**config.mk**
```make
export PLATFORM = sky130hd
export DESIGN_NAME = vosr_top
export DESIGN_NICKNAME = d
export VERILOG_FILES = /design/src/inc/vosr_pkg.sv /design/src/design/vosr_sync_det.sv /design/src/design/vosr_top.sv
export SDC_FILE = /design/constraint.sdc
export NUM_CORES = 1
export LEC_CHECK = 0
export BUFFER_PORTS_ARGS = -buffer_cell sky130_fd_sc_hd__buf_2
export CAP_MARGIN = 20
export CELL_PAD_IN_SITES_DETAIL_PLACEMENT = 1
export CELL_PAD_IN_SITES_GLOBAL_PLACEMENT = 2
export CORE_UTILIZATION = 39
export CTS_CLUSTER_SIZE = 25
export DETAILED_ROUTE_END_ITERATION = 16
export HOLD_SLACK_MARGIN = 0.05
export PLACE_DENSITY_LB_ADDON = 0.1
export SYNTH_ARGS = -nofsm -noshare
export SYNTH_HDL_FRONTEND = slang
export SYNTH_SLANG_ARGS = --single-unit
```
**constraint.sdc**
```tcl
create_clock -name clk -period 8.8 [get_ports clk]
set_input_delay 0.88 -clock clk [delete_from_list [all_inputs] [get_ports clk]]
set_output_delay 0.88 -clock clk [all_outputs]
set_load 0.02 [all_outputs]
```
**src/inc/vosr_pkg.sv**
```systemverilog
`default_nettype none
package vosr_pkg;

  // ----------------------------------------------------------------
  // Serial port and register map
  // ----------------------------------------------------------------
  localparam logic [6:0] DEV_ADDR   = 7'h4C; // Arbitrary bus address
  localparam logic [7:0] ADR_PWR    = 8'h1E;
  localparam logic [7:0] ADR_OSEL1  = 8'h1F;
  localparam logic [7:0] ADR_OSEL2  = 8'h20;
  localparam logic [7:0] ADR_RSVA   = 8'h21;
  localparam logic [7:0] ADR_RSVB   = 8'h22;
  localparam logic [7:0] ADR_WIN    = 8'h23;
  localparam logic [7:0] ADR_ACT    = 8'h24;
  localparam logic [7:0] ADR_POL    = 8'h25;

  // Values after reset
  localparam logic [7:0] RST_PWR    = 8'h30;
  localparam logic [7:0] RST_OSEL1  = 8'h94;
  localparam logic [7:0] RST_OSEL2  = 8'h04;
  localparam logic [7:0] RST_RSVA   = 8'h20;
  localparam logic [7:0] RST_RSVB   = 8'h32;
  localparam logic [7:0] RST_WIN    = 8'h0A;

  // ----------------------------------------------------------------
  // Field positions
  // ----------------------------------------------------------------
  localparam int PWR_BW        = 5;
  localparam int PWR_SRC       = 4;
  localparam int PWR_DOWN      = 3;
  localparam int PWR_POL       = 2;
  localparam int PWR_FAST      = 1;
  localparam int PWR_SOGZ      = 0;
  localparam int OS1_MODE_LSB  = 5;
  localparam int OS1_PRI       = 4;
  localparam int OS1_SEC       = 3;
  localparam int OS1_DRV_LSB   = 1;
  localparam int OS1_CKINV     = 0;
  localparam int OS2_CKSEL_LSB = 6;
  localparam int OS2_ALLZ      = 5;
  localparam int OS2_SOGZ      = 4;
  localparam int OS2_FPOL      = 3;
  localparam int OS2_PLLF      = 2;
  localparam int OS2_SPSEL     = 1;

  // Output mode and clock select encodings
  localparam logic [2:0] MODE_444     = 3'h4;
  localparam logic [2:0] MODE_422     = 3'h5;
  localparam logic [2:0] MODE_444_DDR = 3'h6;
  localparam logic [1:0] CKSEL_PIX    = 2'h0;
  localparam logic [1:0] CKSEL_PIX90  = 2'h1;
  localparam logic [1:0] CKSEL_PIX2X  = 2'h2;
  localparam logic [1:0] CKSEL_INT40  = 2'h3;

  // ----------------------------------------------------------------
  // Timing
  // ----------------------------------------------------------------
  localparam int CLK_NS       = 50;
  localparam int WIN_STEP_NS  = 25;
  localparam int ACT_WIN_NS   = 100000;
  localparam int ACT_WIN_CYC  = ACT_WIN_NS / CLK_NS;
  localparam logic [10:0] ACT_LAST = 11'(ACT_WIN_CYC - 1);
  localparam logic [10:0] ACT_HALF = 11'(ACT_WIN_CYC / 2);

  // Serial port states, Gray coded along the usual path
  typedef enum logic [3:0] {
    ST_IDLE = 4'h0, ST_ADDR = 4'h1, ST_AACK = 4'h3, ST_SUB  = 4'h2,
    ST_SACK = 4'h6, ST_WR   = 4'h7, ST_WACK = 4'h5, ST_RD   = 4'h4,
    ST_RACK = 4'hC
  } vosr_st_t;

endpackage
`default_nettype wire

```
**src/design/vosr_sync_det.sv**
```systemverilog
`timescale 1ns/1ps
`default_nettype none
module vosr_sync_det (
  input  wire logic       clk,
  input  wire logic       sys_rst,
  input  wire logic [7:0] sync_pins,
  output logic      [7:0] act_status,
  output logic      [7:0] pol_status
);
  import vosr_pkg::*;

  typedef struct packed {
    logic [7:0]       s1;
    logic [7:0]       s2;
    logic [7:0]       s3;
    logic [7:0]       f;
    logic [10:0]      win;
    logic [7:0]       seen;
    logic [7:0][10:0] hi;
    logic [11:0]      gap;
    logic [11:0]      prev_gap;
    logic             extra_seen;
    logic [7:0]       act;
    logic [7:0]       pol;
    logic             extra;
  } vosr_det_t;

  vosr_det_t q;
  vosr_det_t d;

  // ----------------------------------------------------------------
  // Activity, polarity and equalisation pulse measurement
  // ----------------------------------------------------------------
  // Each window flags edges and counts high time; short high time means
  // the pulses are active high. Results stand for one whole window.
  always_comb begin
    d = q;
    d.s1 = sync_pins;
    d.s2 = q.s1;
    d.s3 = q.s2;
    d.win = q.win + 11'h001;
    if (q.gap != 12'hFFF) begin
      d.gap = q.gap + 12'h001;
    end
    for (int i = 0; i < 8; i++) begin
      if (q.s2[i] == q.s3[i]) begin
        d.f[i] = q.s2[i];
      end
      if (d.f[i] != q.f[i]) begin
        d.seen[i] = 1'b1;
      end
      if (q.f[i]) begin
        d.hi[i] = q.hi[i] + 11'h001;
      end
    end
    // Line sync 0 rising edges: a gap under half the last one is extra
    if (d.f[7] && !q.f[7]) begin
      if ((q.prev_gap != 12'h000) && (q.gap < {1'b0, q.prev_gap[11:1]})) begin
        d.extra_seen = 1'b1;
      end
      d.prev_gap = q.gap;
      d.gap = 12'h000;
    end
    if (q.win == ACT_LAST) begin
      d.win = 11'h000;
      d.act = d.seen;
      for (int i = 0; i < 8; i++) begin
        d.pol[i] = (q.hi[i] < ACT_HALF);
        d.hi[i] = 11'h000;
      end
      d.extra = d.extra_seen;
      d.seen = 8'h00;
      d.extra_seen = 1'b0;
    end
  end

  // State register
  always_ff @(posedge clk) begin
    if (sys_rst) begin
      q <= '0;
    end else begin
      q <= d;
    end
  end

  // Polarity layout: four syncs, coast, clamp, extra pulses, zero
  assign act_status = q.act;
  assign pol_status = {q.pol[7:4], q.pol[1:0], q.extra, 1'b0};

endmodule
`default_nettype wire

```
**src/design/vosr_top.sv**
```systemverilog
`timescale 1ns/1ps
`default_nettype none
// Summary of operation
// - Bandwidth bit low selects low analog bandwidth, high selects high; resets 1.
// - Source bit picks register or pin power-down; pin polarity bit sets level.
// - Manual mode: power-down bit 1 powers down, 0 runs; resets 0.
// - Fast switching keeps chip powered but floats outputs on power-down.
// - During power-down, slicer pin floats only if its control bit is 1.
// - Output mode 100 4:4:4, 101 4:2:2, 110 4:4:4 DDR; resets 100.
// - Primary port driven when its enable is 1, floated otherwise; resets 1.
// - Secondary port driven when its enable is 1, floated otherwise; resets 0.
// - Two-bit drive strength for all outputs except vertical sync; resets 10.
// - Clock invert bit inverts whatever leaves on the pixel clock pin.
// - Clock select: pixel, 90 degree, double pixel, internal 40 MHz.
// - Global high-impedance bit floats every output but the slicer pin.
// - Slicer high-impedance bit floats the slicer pin.
// - Field polarity 0: even low, odd high; 1 reverses it.
// - PLL fed raw sync when bit 0, filtered sync when 1; resets 1.
// - Sync processor takes raw sync at 0, regenerated sync at 1; resets 0.
// - Filter passes sync only within a window, 25 ns steps, resets 0x0A.
// - Detect register shows activity of eight sync, coast and clamp inputs.
// - Polarity register shows detected polarity of six inputs, 1 high.
// - Polarity bit 1 flags extraneous or equalisation pulses on line sync 0.
// - All registers are reached over the two-wire serial control port.
module vosr_top (
  input  wire logic       clk,
  input  wire logic       sys_rst,
  input  wire logic       scl_pin,
  input  wire logic       sda_in,
  output logic            sda_out,
  output logic            sda_oe,
  input  wire logic       pd_pin,
  input  wire logic       line_sync_input_0,
  input  wire logic       line_sync_input_1,
  input  wire logic       frame_sync_input_0,
  input  wire logic       frame_sync_input_1,
  input  wire logic       green_sync_input_0,
  input  wire logic       green_sync_input_1,
  input  wire logic       ext_coast_input,
  input  wire logic       ext_clamp_input,
  input  wire logic       field_odd,
  input  wire logic       raw_sync,
  input  wire logic       regen_hsync,
  input  wire logic       pix_clk,
  input  wire logic       pix_clk_90,
  input  wire logic       pix_clk_2x,
  input  wire logic       int_clk_40,
  output logic            analog_bw_high,
  output logic            power_down,
  output logic [2:0]      output_mode,
  output logic [1:0]      drive_strength,
  output logic            primary_port_oe,
  output logic            secondary_port_oe,
  output logic            ctrl_pins_oe,
  output logic            sync_slicer_oe,
  output logic            field_out_pin,
  output logic            pixel_clock_out_pin,
  output logic            pll_sync_in,
  output logic            sync_proc_in
);
  import vosr_pkg::*;

  typedef struct packed {
    logic [2:0]  scl_s;
    logic [2:0]  sda_s;
    logic [2:0]  pd_s;
    logic        scl_f;
    logic        sda_f;
    logic        pd_f;
    vosr_st_t    st;
    logic [3:0]  cnt;
    logic [7:0]  shreg;
    logic [7:0]  sub;
    logic        rw;
    logic        nack;
    logic        sda_oe;
    logic [7:0]  pwr;
    logic [7:0]  os1;
    logic [7:0]  os2;
    logic [7:0]  rsva;
    logic [7:0]  rsvb;
    logic [7:0]  win;
    logic        pd_q;
    logic        pri_oe;
    logic        sec_oe;
    logic        ctl_oe;
    logic        sog_oe;
    logic        field;
    logic        pll_src;
    logic        sp_src;
    logic        regen_prev;
    logic [11:0] per_cnt;
    logic [11:0] period;
  } vosr_top_t;

  vosr_top_t  q;
  vosr_top_t  d;
  logic [7:0] act_status;
  logic [7:0] pol_status;
  logic       scl_rise;
  logic       scl_fall;
  logic       bus_start;
  logic       bus_stop;
  logic       pin_act;
  logic       pd_req;
  logic       hiz_all;
  logic       filt;
  logic [11:0] half;

  // ----------------------------------------------------------------
  // Helpers
  // ----------------------------------------------------------------
  // Register read decode; unmapped addresses read as zero
  function automatic logic [7:0] rd_reg(input logic [7:0] a, input vosr_top_t s,
                                        input logic [7:0] act, input logic [7:0] pol);
    logic [7:0] r;
    r = 8'h00;
    unique case (a)
      ADR_PWR:   r = s.pwr;
      ADR_OSEL1: r = s.os1;
      ADR_OSEL2: r = s.os2;
      ADR_RSVA:  r = s.rsva;
      ADR_RSVB:  r = s.rsvb;
      ADR_WIN:   r = s.win;
      ADR_ACT:   r = act;
      ADR_POL:   r = pol;
      default:   r = 8'h00;
    endcase
    return r;
  endfunction

  // Half the filter window in clock cycles, rounded down
  function automatic logic [11:0] win_half(input logic [7:0] w);
    logic [19:0] t;
    t = 20'({12'h000, w} * 20'(WIN_STEP_NS)) / 20'(2 * CLK_NS);
    return t[11:0];
  endfunction

  // ----------------------------------------------------------------
  // Sync status detection
  // ----------------------------------------------------------------
  vosr_sync_det vosr_sync_det_i (
    .clk        (clk),
    .sys_rst    (sys_rst),
    .sync_pins  ({line_sync_input_0, line_sync_input_1, frame_sync_input_0,
                  frame_sync_input_1, green_sync_input_0, green_sync_input_1,
                  ext_coast_input, ext_clamp_input}),
    .act_status (act_status),
    .pol_status (pol_status)
  );

  // ----------------------------------------------------------------
  // Next state
  // ----------------------------------------------------------------
  always_comb begin
    d = q;
    // Pin synchronisers; a level is taken once stages two and three agree
    d.scl_s = {q.scl_s[1:0], scl_pin};
    d.sda_s = {q.sda_s[1:0], sda_in};
    d.pd_s  = {q.pd_s[1:0], pd_pin};
    if (q.scl_s[1] == q.scl_s[2]) begin
      d.scl_f = q.scl_s[1];
    end
    if (q.sda_s[1] == q.sda_s[2]) begin
      d.sda_f = q.sda_s[1];
    end
    if (q.pd_s[1] == q.pd_s[2]) begin
      d.pd_f = q.pd_s[1];
    end
    scl_rise  = d.scl_f && !q.scl_f;
    scl_fall  = !d.scl_f && q.scl_f;
    bus_start = q.scl_f && d.scl_f && q.sda_f && !d.sda_f;
    bus_stop  = q.scl_f && d.scl_f && !q.sda_f && d.sda_f;

    // Serial slave: address, sub-address, then data with auto increment
    if (bus_start) begin
      d.st = ST_ADDR;
      d.cnt = 4'h0;
      d.sda_oe = 1'b0;
    end else if (bus_stop) begin
      d.st = ST_IDLE;
      d.sda_oe = 1'b0;
    end else if (scl_rise) begin
      if (q.st == ST_RACK) begin
        d.nack = q.sda_f;
      end else if (q.st != ST_IDLE && q.cnt != 4'h8) begin
        d.cnt = q.cnt + 4'h1;
        if (q.st != ST_RD) begin
          d.shreg = {q.shreg[6:0], d.sda_f};
        end
      end
    end else if (scl_fall) begin
      unique case (q.st)
        ST_IDLE: begin
          d.sda_oe = 1'b0;
        end
        ST_ADDR: begin
          if (q.cnt == 4'h8) begin
            if (q.shreg[7:1] == DEV_ADDR) begin
              d.st = ST_AACK;
              d.rw = q.shreg[0];
              d.sda_oe = 1'b1;
            end else begin
              d.st = ST_IDLE;
            end
          end
        end
        ST_AACK: begin
          d.cnt = 4'h0;
          if (q.rw) begin
            d.st = ST_RD;
            d.shreg = rd_reg(q.sub, q, act_status, pol_status);
            d.sub = q.sub + 8'h01;
            d.sda_oe = !d.shreg[7];
          end else begin
            d.st = ST_SUB;
            d.sda_oe = 1'b0;
          end
        end
        ST_SUB: begin
          if (q.cnt == 4'h8) begin
            d.st = ST_SACK;
            d.sub = q.shreg;
            d.sda_oe = 1'b1;
          end
        end
        ST_SACK, ST_WACK: begin
          d.st = ST_WR;
          d.cnt = 4'h0;
          d.sda_oe = 1'b0;
        end
        ST_WR: begin
          if (q.cnt == 4'h8) begin
            d.st = ST_WACK;
            d.sda_oe = 1'b1;
            d.sub = q.sub + 8'h01;
            // Status registers are not writable and ignore the byte
            unique case (q.sub)
              ADR_PWR:   d.pwr = q.shreg;
              ADR_OSEL1: d.os1 = q.shreg;
              ADR_OSEL2: d.os2 = q.shreg;
              ADR_RSVA:  d.rsva = q.shreg;
              ADR_RSVB:  d.rsvb = q.shreg;
              ADR_WIN:   d.win = q.shreg;
              default:   d.pwr = q.pwr;
            endcase
          end
        end
        ST_RD: begin
          if (q.cnt == 4'h8) begin
            d.st = ST_RACK;
            d.sda_oe = 1'b0;
          end else begin
            d.shreg = {q.shreg[6:0], 1'b0};
            d.sda_oe = !q.shreg[6];
          end
        end
        ST_RACK: begin
          if (q.nack) begin
            d.st = ST_IDLE; // Master ends the read
          end else begin
            d.st = ST_RD;
            d.cnt = 4'h0;
            d.shreg = rd_reg(q.sub, q, act_status, pol_status);
            d.sub = q.sub + 8'h01;
            d.sda_oe = !d.shreg[7];
          end
        end
        default: begin
          d.st = ST_IDLE;
          d.sda_oe = 1'b0;
        end
      endcase
    end

    // Power-down request from register or from the pin
    pin_act = q.pd_f ^ !q.pwr[PWR_POL];
    pd_req  = q.pwr[PWR_SRC] ? pin_act : q.pwr[PWR_DOWN];
    d.pd_q  = pd_req && !q.pwr[PWR_FAST];

    // Output enables; a powered-down chip floats its outputs as well
    hiz_all  = q.os2[OS2_ALLZ] || pd_req;
    d.pri_oe = q.os1[OS1_PRI] && !hiz_all;
    d.sec_oe = q.os1[OS1_SEC] && !hiz_all;
    d.ctl_oe = !hiz_all;
    d.sog_oe = !(q.os2[OS2_SOGZ] || (pd_req && q.pwr[PWR_SOGZ]));
    d.field  = field_odd ^ q.os2[OS2_FPOL];

    // Sync filter: open around the expected and the last regenerated edge.
    // The expected position is the last line period, so a lost line
    // costs one period of filtered sync until the period is relearnt.
    d.regen_prev = regen_hsync;
    if (q.per_cnt != 12'hFFF) begin
      d.per_cnt = q.per_cnt + 12'h001;
    end
    if (regen_hsync && !q.regen_prev) begin
      d.period = q.per_cnt;
      d.per_cnt = 12'h000;
    end
    half = win_half(q.win);
    filt = raw_sync && ((q.per_cnt <= half) ||
           ({1'b0, q.per_cnt} + {1'b0, half} >= {1'b0, q.period}));
    d.pll_src = q.os2[OS2_PLLF] ? filt : raw_sync;
    d.sp_src  = q.os2[OS2_SPSEL] ? regen_hsync : raw_sync;
  end

  // ----------------------------------------------------------------
  // State register
  // ----------------------------------------------------------------
  always_ff @(posedge clk) begin
    if (sys_rst) begin
      q      <= '0;
      q.st   <= ST_IDLE;
      q.scl_s <= 3'h7; // Idle bus is high
      q.sda_s <= 3'h7;
      q.pd_s  <= 3'h7; // Reset polarity is active low, so the idle pin is high
      q.pd_f  <= 1'b1; // A zero here would fake a power-down until the pin settles
      q.scl_f <= 1'b1;
      q.sda_f <= 1'b1;
      q.pwr  <= RST_PWR;
      q.os1  <= RST_OSEL1;
      q.os2  <= RST_OSEL2;
      q.rsva <= RST_RSVA;
      q.rsvb <= RST_RSVB;
      q.win  <= RST_WIN;
    end else begin
      q <= d;
    end
  end

  // ----------------------------------------------------------------
  // Outputs
  // ----------------------------------------------------------------
  // Open-drain data line: only ever pulls low
  assign sda_out           = 1'b0;
  assign sda_oe            = q.sda_oe;
  assign analog_bw_high    = q.pwr[PWR_BW];
  assign power_down        = q.pd_q;
  assign output_mode       = q.os1[OS1_MODE_LSB +: 3];
  assign drive_strength    = q.os1[OS1_DRV_LSB +: 2];
  assign primary_port_oe   = q.pri_oe;
  assign secondary_port_oe = q.sec_oe;
  assign ctrl_pins_oe      = q.ctl_oe;
  assign sync_slicer_oe    = q.sog_oe;
  assign field_out_pin     = q.field;
  assign pll_sync_in       = q.pll_src;
  assign sync_proc_in      = q.sp_src;

  // Clock path is a pure mux; a register here would halve the rate
  always_comb begin
    unique case (q.os2[OS2_CKSEL_LSB +: 2])
      CKSEL_PIX:   pixel_clock_out_pin = pix_clk    ^ q.os1[OS1_CKINV];
      CKSEL_PIX90: pixel_clock_out_pin = pix_clk_90 ^ q.os1[OS1_CKINV];
      CKSEL_PIX2X: pixel_clock_out_pin = pix_clk_2x ^ q.os1[OS1_CKINV];
      CKSEL_INT40: pixel_clock_out_pin = int_clk_40 ^ q.os1[OS1_CKINV];
    endcase
  end

endmodule
`default_nettype wire

```
Word-level counts from Yosys, hierarchy flattened
Index checks and enable logic that the tools add are counted.
{ "totals": {"wordCells": 295, "ramBits": 0, "latch_bits": 0, "memories": 0, "rom_bits": 0, "reg_bits": 301, "input_bits": 20, "out_inout_bits": 17} }
{ "op_classes": {"n_bitwise": 10, "reduce_logical": 62, "n_addsub": 14, "multipliers": 1, "div_mod_pow": 1, "mux": 82, "magnitude_cmp": 11, "shifts": 0, "eq_ne": 63} }
{ "op_table": {"columns": ["op", "count"], "rows": [
  ["two-way mux 8 bit", 22],
  ["adder 11 x 1 -> 11 bit, second input constant", 9],
  ["< comparator 11 x 10 -> 1 bit, second input constant", 8],
  ["AND reduction 7 bit", 10],
  ["one-hot mux 8 bit (8 select lines)", 1],
  ["two-way mux 49 bit", 1],
  ["equality test 8 x 6 -> 1 bit, second input constant", 6],
  ["two-way mux 22 bit", 2],
  ["two-way mux 1 bit", 36],
  ["two-way mux 12 bit", 3],
  ["one-hot mux 4 bit (8 select lines)", 1],
  ["one-hot mux 8 bit (4 select lines)", 1],
  ["adder 12 x 1 -> 12 bit, second input constant", 2],
  ["!= test 12 bit, second input constant", 2],
  ["one-hot mux 8 bit (3 select lines)", 1],
  ["divider 13 x 7 -> 20 bit, second input constant", 1],
  ["two-way mux 20 bit", 1],
  ["!= test 4 bit, second input constant", 5],
  ["equality test 4 x 3 -> 1 bit, second input constant", 4],
  ["equality test 8 x 5 -> 1 bit, second input constant", 2],
  ["logical AND 1 bit", 16],
  ["two-way mux 16 bit", 1],
  ["two-way mux 4 bit", 4],
  ["!= test 2 bit, second input constant", 8],
  ["other kinds (43)", 97]
]} }

Longest topological paths before layout
{ "logic_depth": {"word_depth": 14, "ltp_mapped": 43, "mapped_depth_nobuf": 39} }

By module
Synthesis repeated with hierarchy kept, for this count alone.
{ "unflattened": {"hier_cells": 1730, "hier_area_um2": 14856.7} }
{ "by_module_without_submodules": {"columns": ["module", "cells_each", "area_per_inst_um2", "n_inst"], "rows": [
  ["vosr_top", 1030, 8336.7, 1],
  ["vosr_sync_det", 700, 6520.0, 1]
]} }

Worst setup path after synthesis
Ideal clock, no wire load.
{ "synth_timing": {"path_type": "reg2reg", "start": "reg q[36] (netlist name)", "end": "reg q, in the netlist pll_sync_in", "t_arrival_ns": 7.790, "stages_incl_launch_ff": 39, "path_slack_ns": 0.881, "setup_time_ns": 0.128, "path_buffers": 0, "synth_period_minus_slack_ns": 7.919, "path_cell_list": "dfxtp_1 > ha_1 > ha_1 > inv_1 > fa_1 > inv_1 > ha_1 > nand2_2 > o31ai_4 > and4b_1 > nor2_1 > o31ai_1 > and2_2 > mux2_4 > a211o_4 > and4b_1 > nor4_2 > nand3_1 > [... 3 more ...] > a21o_1 > o31ai_1 > ha_1 > fa_1 > a21o_1 > a21oi_1 > o21bai_1 > a21oi_1 > nor2b_1 > o21ai_0 > xnor2_1 > ha_1 > o21ai_0 > nand2b_1 > a21oi_1 > nor2b_1 > o21ai_0 > a21oi_1"} }
{ "synth_via": {"elab_chain_len": 7, "elab_cells_between_ends": 8} }
{ "synth_rtl": {"columns": ["item", "line_no", "rtl"], "rows": [
  ["from (decl)", "vosr_top.sv:96", "vosr_top_t q;"],
  ["multiplier 8 x 5 -> 13 bit *", "vosr_top.sv:135", "t = 20'({12'h000, w} * 20'(WIN_STEP_NS)) / 20'(2 * CLK_NS);"],
  ["divider 13 x 7 -> 20 bit *", "vosr_top.sv:135", null],
  ["adder 12 x 12 -> 13 bit", "vosr_top.sv:302", "({1'b0, q.per_cnt} + {1'b0, half} >= {1'b0, q.period}));"],
  ["greater-or-equal comparator 13 x 12 -> 1 bit", "vosr_top.sv:302", null],
  ["logical OR 1 bit *", "vosr_top.sv:301", "filt = raw_sync && ((q.per_cnt <= half) ||"],
  ["logical AND 1 bit *", "vosr_top.sv:301", null],
  ["two-way mux 1 bit *", "vosr_top.sv:303", "d.pll_src = q.os2[OS2_PLLF] ? filt : raw_sync;"]
]} }
Mark *: on every way between the ends. The rest lies on a longest branch, timed or not.
A chain may end at the register's enable or synchronous reset.

Worst setup path after layout
{ "layout_timing": {"start": "reg q[34] (netlist name)", "end": "reg q, in the netlist pll_sync_in"} }
Same word-level chain as after synthesis.

==> flow_metrics.env <==
export IMPL_fin_ws_ns=0.553
export IMPL_fin_nets=1827
export IMPL_syn_area_sq_um=14500
export IMPL_maxSlewHeadroom=0.290
export IMPL_hold_path_class="flop to flop"
export IMPL_grt_met1_usage=0.264
export IMPL_p_leak_nw=6.21
export IMPL_dp_final_hpwl_mm=26.5
export IMPL_grt_met3_usage=0.0342
export IMPL_hold_viol_final=0
export IMPL_synthCells=1702
export IMPL_ys_types=81
export IMPL_portBuffers=35
export IMPL_crit_path_frequent_cell="a21oi_1"
export IMPL_cts_tree="done"
export IMPL_fp_dieW_um=195
export IMPL_period_needed_ns=8.25
export IMPL_reg2reg_from="q[34]"
export IMPL_grt_pass1_vias=12096
export IMPL_core_area_sq_um=36600
export IMPL_dp_cells=2137
export IMPL_fmax_mhz=121
export IMPL_syn_to_final_growth_pct=14.7
export IMPL_final_cell_mix="dfxtp_1, nor2_1, nand2_1, a21oi_1, ha_1"
export IMPL_ys_flop_type="dfxtp_1"
export IMPL_critPathRequiredTime_ns=9.21
export IMPL_worst_clock_skew_ns=0.0175
export IMPL_dr_pass1_iters=6
export IMPL_gp_congestion=0.814
export IMPL_cts_htree_levels=2
export IMPL_num_rows=70
export IMPL_powerDensity_nw_per_um2=170
export IMPL_drt_iter0_drc=445
export IMPL_numCtsBuffers=35
export IMPL_postCtsHoldBufs=0
export IMPL_crit_path_start_kind="flop"
export IMPL_mostFrequentLayoutCell="dfxtp_1"
export IMPL_grt_busiest_layer="met2"
export IMPL_synth_warnings=0
export IMPL_ios=37
export IMPL_fin_hold_ws_ns=0.406
export IMPL_grt_pass1_wl_mm=62.4
export IMPL_end_kind="flop"
export IMPL_critical_path_slowest_cell="fa_2"
export IMPL_async_flop_share=0
export IMPL_clock_tree_root_cell="clkbuf_16"
export IMPL_r2r_setup_slack_ns=0.55
export IMPL_routed_via_density=5.38
export IMPL_initial_core_util=0.396
export IMPL_path_max_fanout=7
export IMPL_cts_clk_slew_worst_paths_ns=0.06
export IMPL_clock_sinks=277
export IMPL_ys_seq_area_frac=0.382
export IMPL_routed_wl_mm=37.9
export IMPL_timing_final_crit_share=0.937
export IMPL_drive_gt1_frac=0.121
export IMPL_maxCapViolations=0
export IMPL_tightestPinTransition_ns=1.06
export IMPL_antenna_cells_inserted=0
export IMPL_preCtsSetupSlack_ns=0.0341
export IMPL_avgSynthCellArea_sq_um=8.52
export IMPL_worst_path_largest_cell_delay_ns=0.42
export IMPL_min_from="d[118]"
export IMPL_crit_start="q[34]"
export IMPL_drv_slew=0
export IMPL_grt_max_degree=81
export IMPL_path_class="flop to flop"
export IMPL_gr_total_overflow=0
export IMPL_use_met2=0.339
export IMPL_die_h_um=195
export IMPL_fillers=4295
export IMPL_ys_ff_latch=277
export IMPL_ant_nets=0
export IMPL_drc=0
export IMPL_die_area_sq_um=38000
export IMPL_insertion_delay_ns=0.55
export IMPL_antenna_found_initial=1
export IMPL_synth_edf_count=0
export IMPL_syn_num_nets=1815
export IMPL_vdd_drop_max_mv=0.120
export IMPL_final_setup_viol_count=0
export IMPL_arrival_ns=8.66
export IMPL_outcome="finished, final reports clean"
export IMPL_finalNonFillerCells=2205
export IMPL_clockBufferDepth=3
export IMPL_via_count=11866
export IMPL_grt_use_total=0.200
export IMPL_routedWlPerCell_um=17.2
path summary, 6_finish.rpt:
path | to | cells after the start
setup / recovery | pll_sync_in | 38
hold / removal | d[119] | 1
setup reg to reg | pll_sync_in | 38
hold reg to reg | d[119] | 1
critical path, delay by kind of cell (launching register included):
| family | cells | cell delay [ns] |
|---|---|---|
| xor gates and xnor gates | 1 | 0.16 |
| adders and majority gates | 6 | 1.94 |
| and+or+nand+nor | 7 | 0.91 |
| buffers and inverters | 3 | 0.37 |
| AOI/OAI and AO/OA | 21 | 4.37 |
| DFF | 1 | 0.36 |
synthesized netlist by cell type (6+ instances only):
library cell  instances  area [sq um]
dfxtp_1             277          5550
nor2_1              257           965
nand2_1             122           458
a21oi_1             104           521
ha_1                 89          1110
clkbuf_1             72           270
xor2_1               71           622
inv_1                65           244
o21ai_0              61           305
mux2i_1              60           601
nor2b_1              49           307
xnor2_1              46           403
nand3_1              41           205
and3_1               39           244
nand2b_1             28           175
a211oi_1             27           203
nand4_1              27           169
a211o_1              22           193
nor3_1               22           110
a222oi_1             15           150
or2_2                15          93.8
a31oi_1              12          75.1
a21o_1               10          75.1
a22oi_1              10          75.1
buf_1                 9          33.8
o21bai_1              9          67.6
and2_1                8          50.1
nor4_1                8          50.1
buf_4                 7          52.6
o2111ai_1             7          61.3
or3_1                 7          43.8
and4_1                6          52.6
o31ai_1               6          45.0
layer usage:
| metal | wire, um | up-vias |
|---|---|---|
| met1 | 18200 | 5761 |
| met4 | 687 | 0 |
| li1 | - | 5942 |
| met3 | 1060 | 48 |
| met2 | 17900 | 115 |
| met5 | 0 | - |
state kept, by name (all words and copies together) (netlist names):
register / count
field_out_pin: 1
q: 99
output_mode: 3
ctrl_pins_oe: 1
sda_oe: 1
vosr_sync_det_i.d: 16
primary_port_oe: 1
vosr_sync_det_i.pol_status: 7
vosr_sync_det_i.act_status: 8
secondary_port_oe: 1
d: 6
sync_slicer_oe: 1
power_down: 1
sync_proc_in: 1
analog_bw_high: 1
pll_sync_in: 1
vosr_sync_det_i.q: 126
drive_strength: 2
cell families (layout without fill, tap and decap cells):
| logic type | Yosys count | count (layout) | share of synthesized area |
|---|---|---|---|
| buf+inv | 157 | 192 | 0.0428 |
| other cells | 1 | 1 | 0.000259 |
| fa+ha+maj | 97 | 97 | 0.0852 |
| mux | 63 | 63 | 0.0448 |
| xor+xnor | 119 | 119 | 0.0729 |
| flops | 277 | 277 | 0.382 |
| simple gates | 653 | 653 | 0.215 |
| compound gates | 335 | 335 | 0.156 |
report_power, final:
group | switching [mW] | internal, mW
clock network | 0.561 | 0.917
registers | 0.00864 | 1.27
logic | 0.0457 | 0.0254
total | 0.615 | 2.21
area by class of cell:
type	count	area, sq um	share of cell area
flip-flops and latches	277	5550	0.334
well taps	468	586	0.0352
multi-input cells	1268	8630	0.519
repair buffers	67	439	0.0264
inverters	65	244	0.0147
clock inverters	9	143	0.00857
clock buffers	51	1050	0.0630
through the flow:
stage / instance area [sq um] / total power, mW / TNS [ns] / utilization
floorplan: 14500 / 1.35 / 0 / -
global placement: 15100 / 1.37 / 0 / 0.412
detailed placement: 15100 / 1.38 / 0 / 0.412
CTS: 16300 / 2.87 / 0 / 0.445
global route: 16600 / 2.93 / -0.124 / 0.454
finish: 16600 / 2.82 / 0 / 0.454
timing repair:
| item | CTS | global route |
|---|---|---|
| setup endpoints to repair | 1 | 1 |
| setup buffers | 0 | 4 |
| pin swaps | 0 | 11 |
| gates resized for setup | 1 | 68 |
Note: power is estimated with default switching activity, not from simulation.
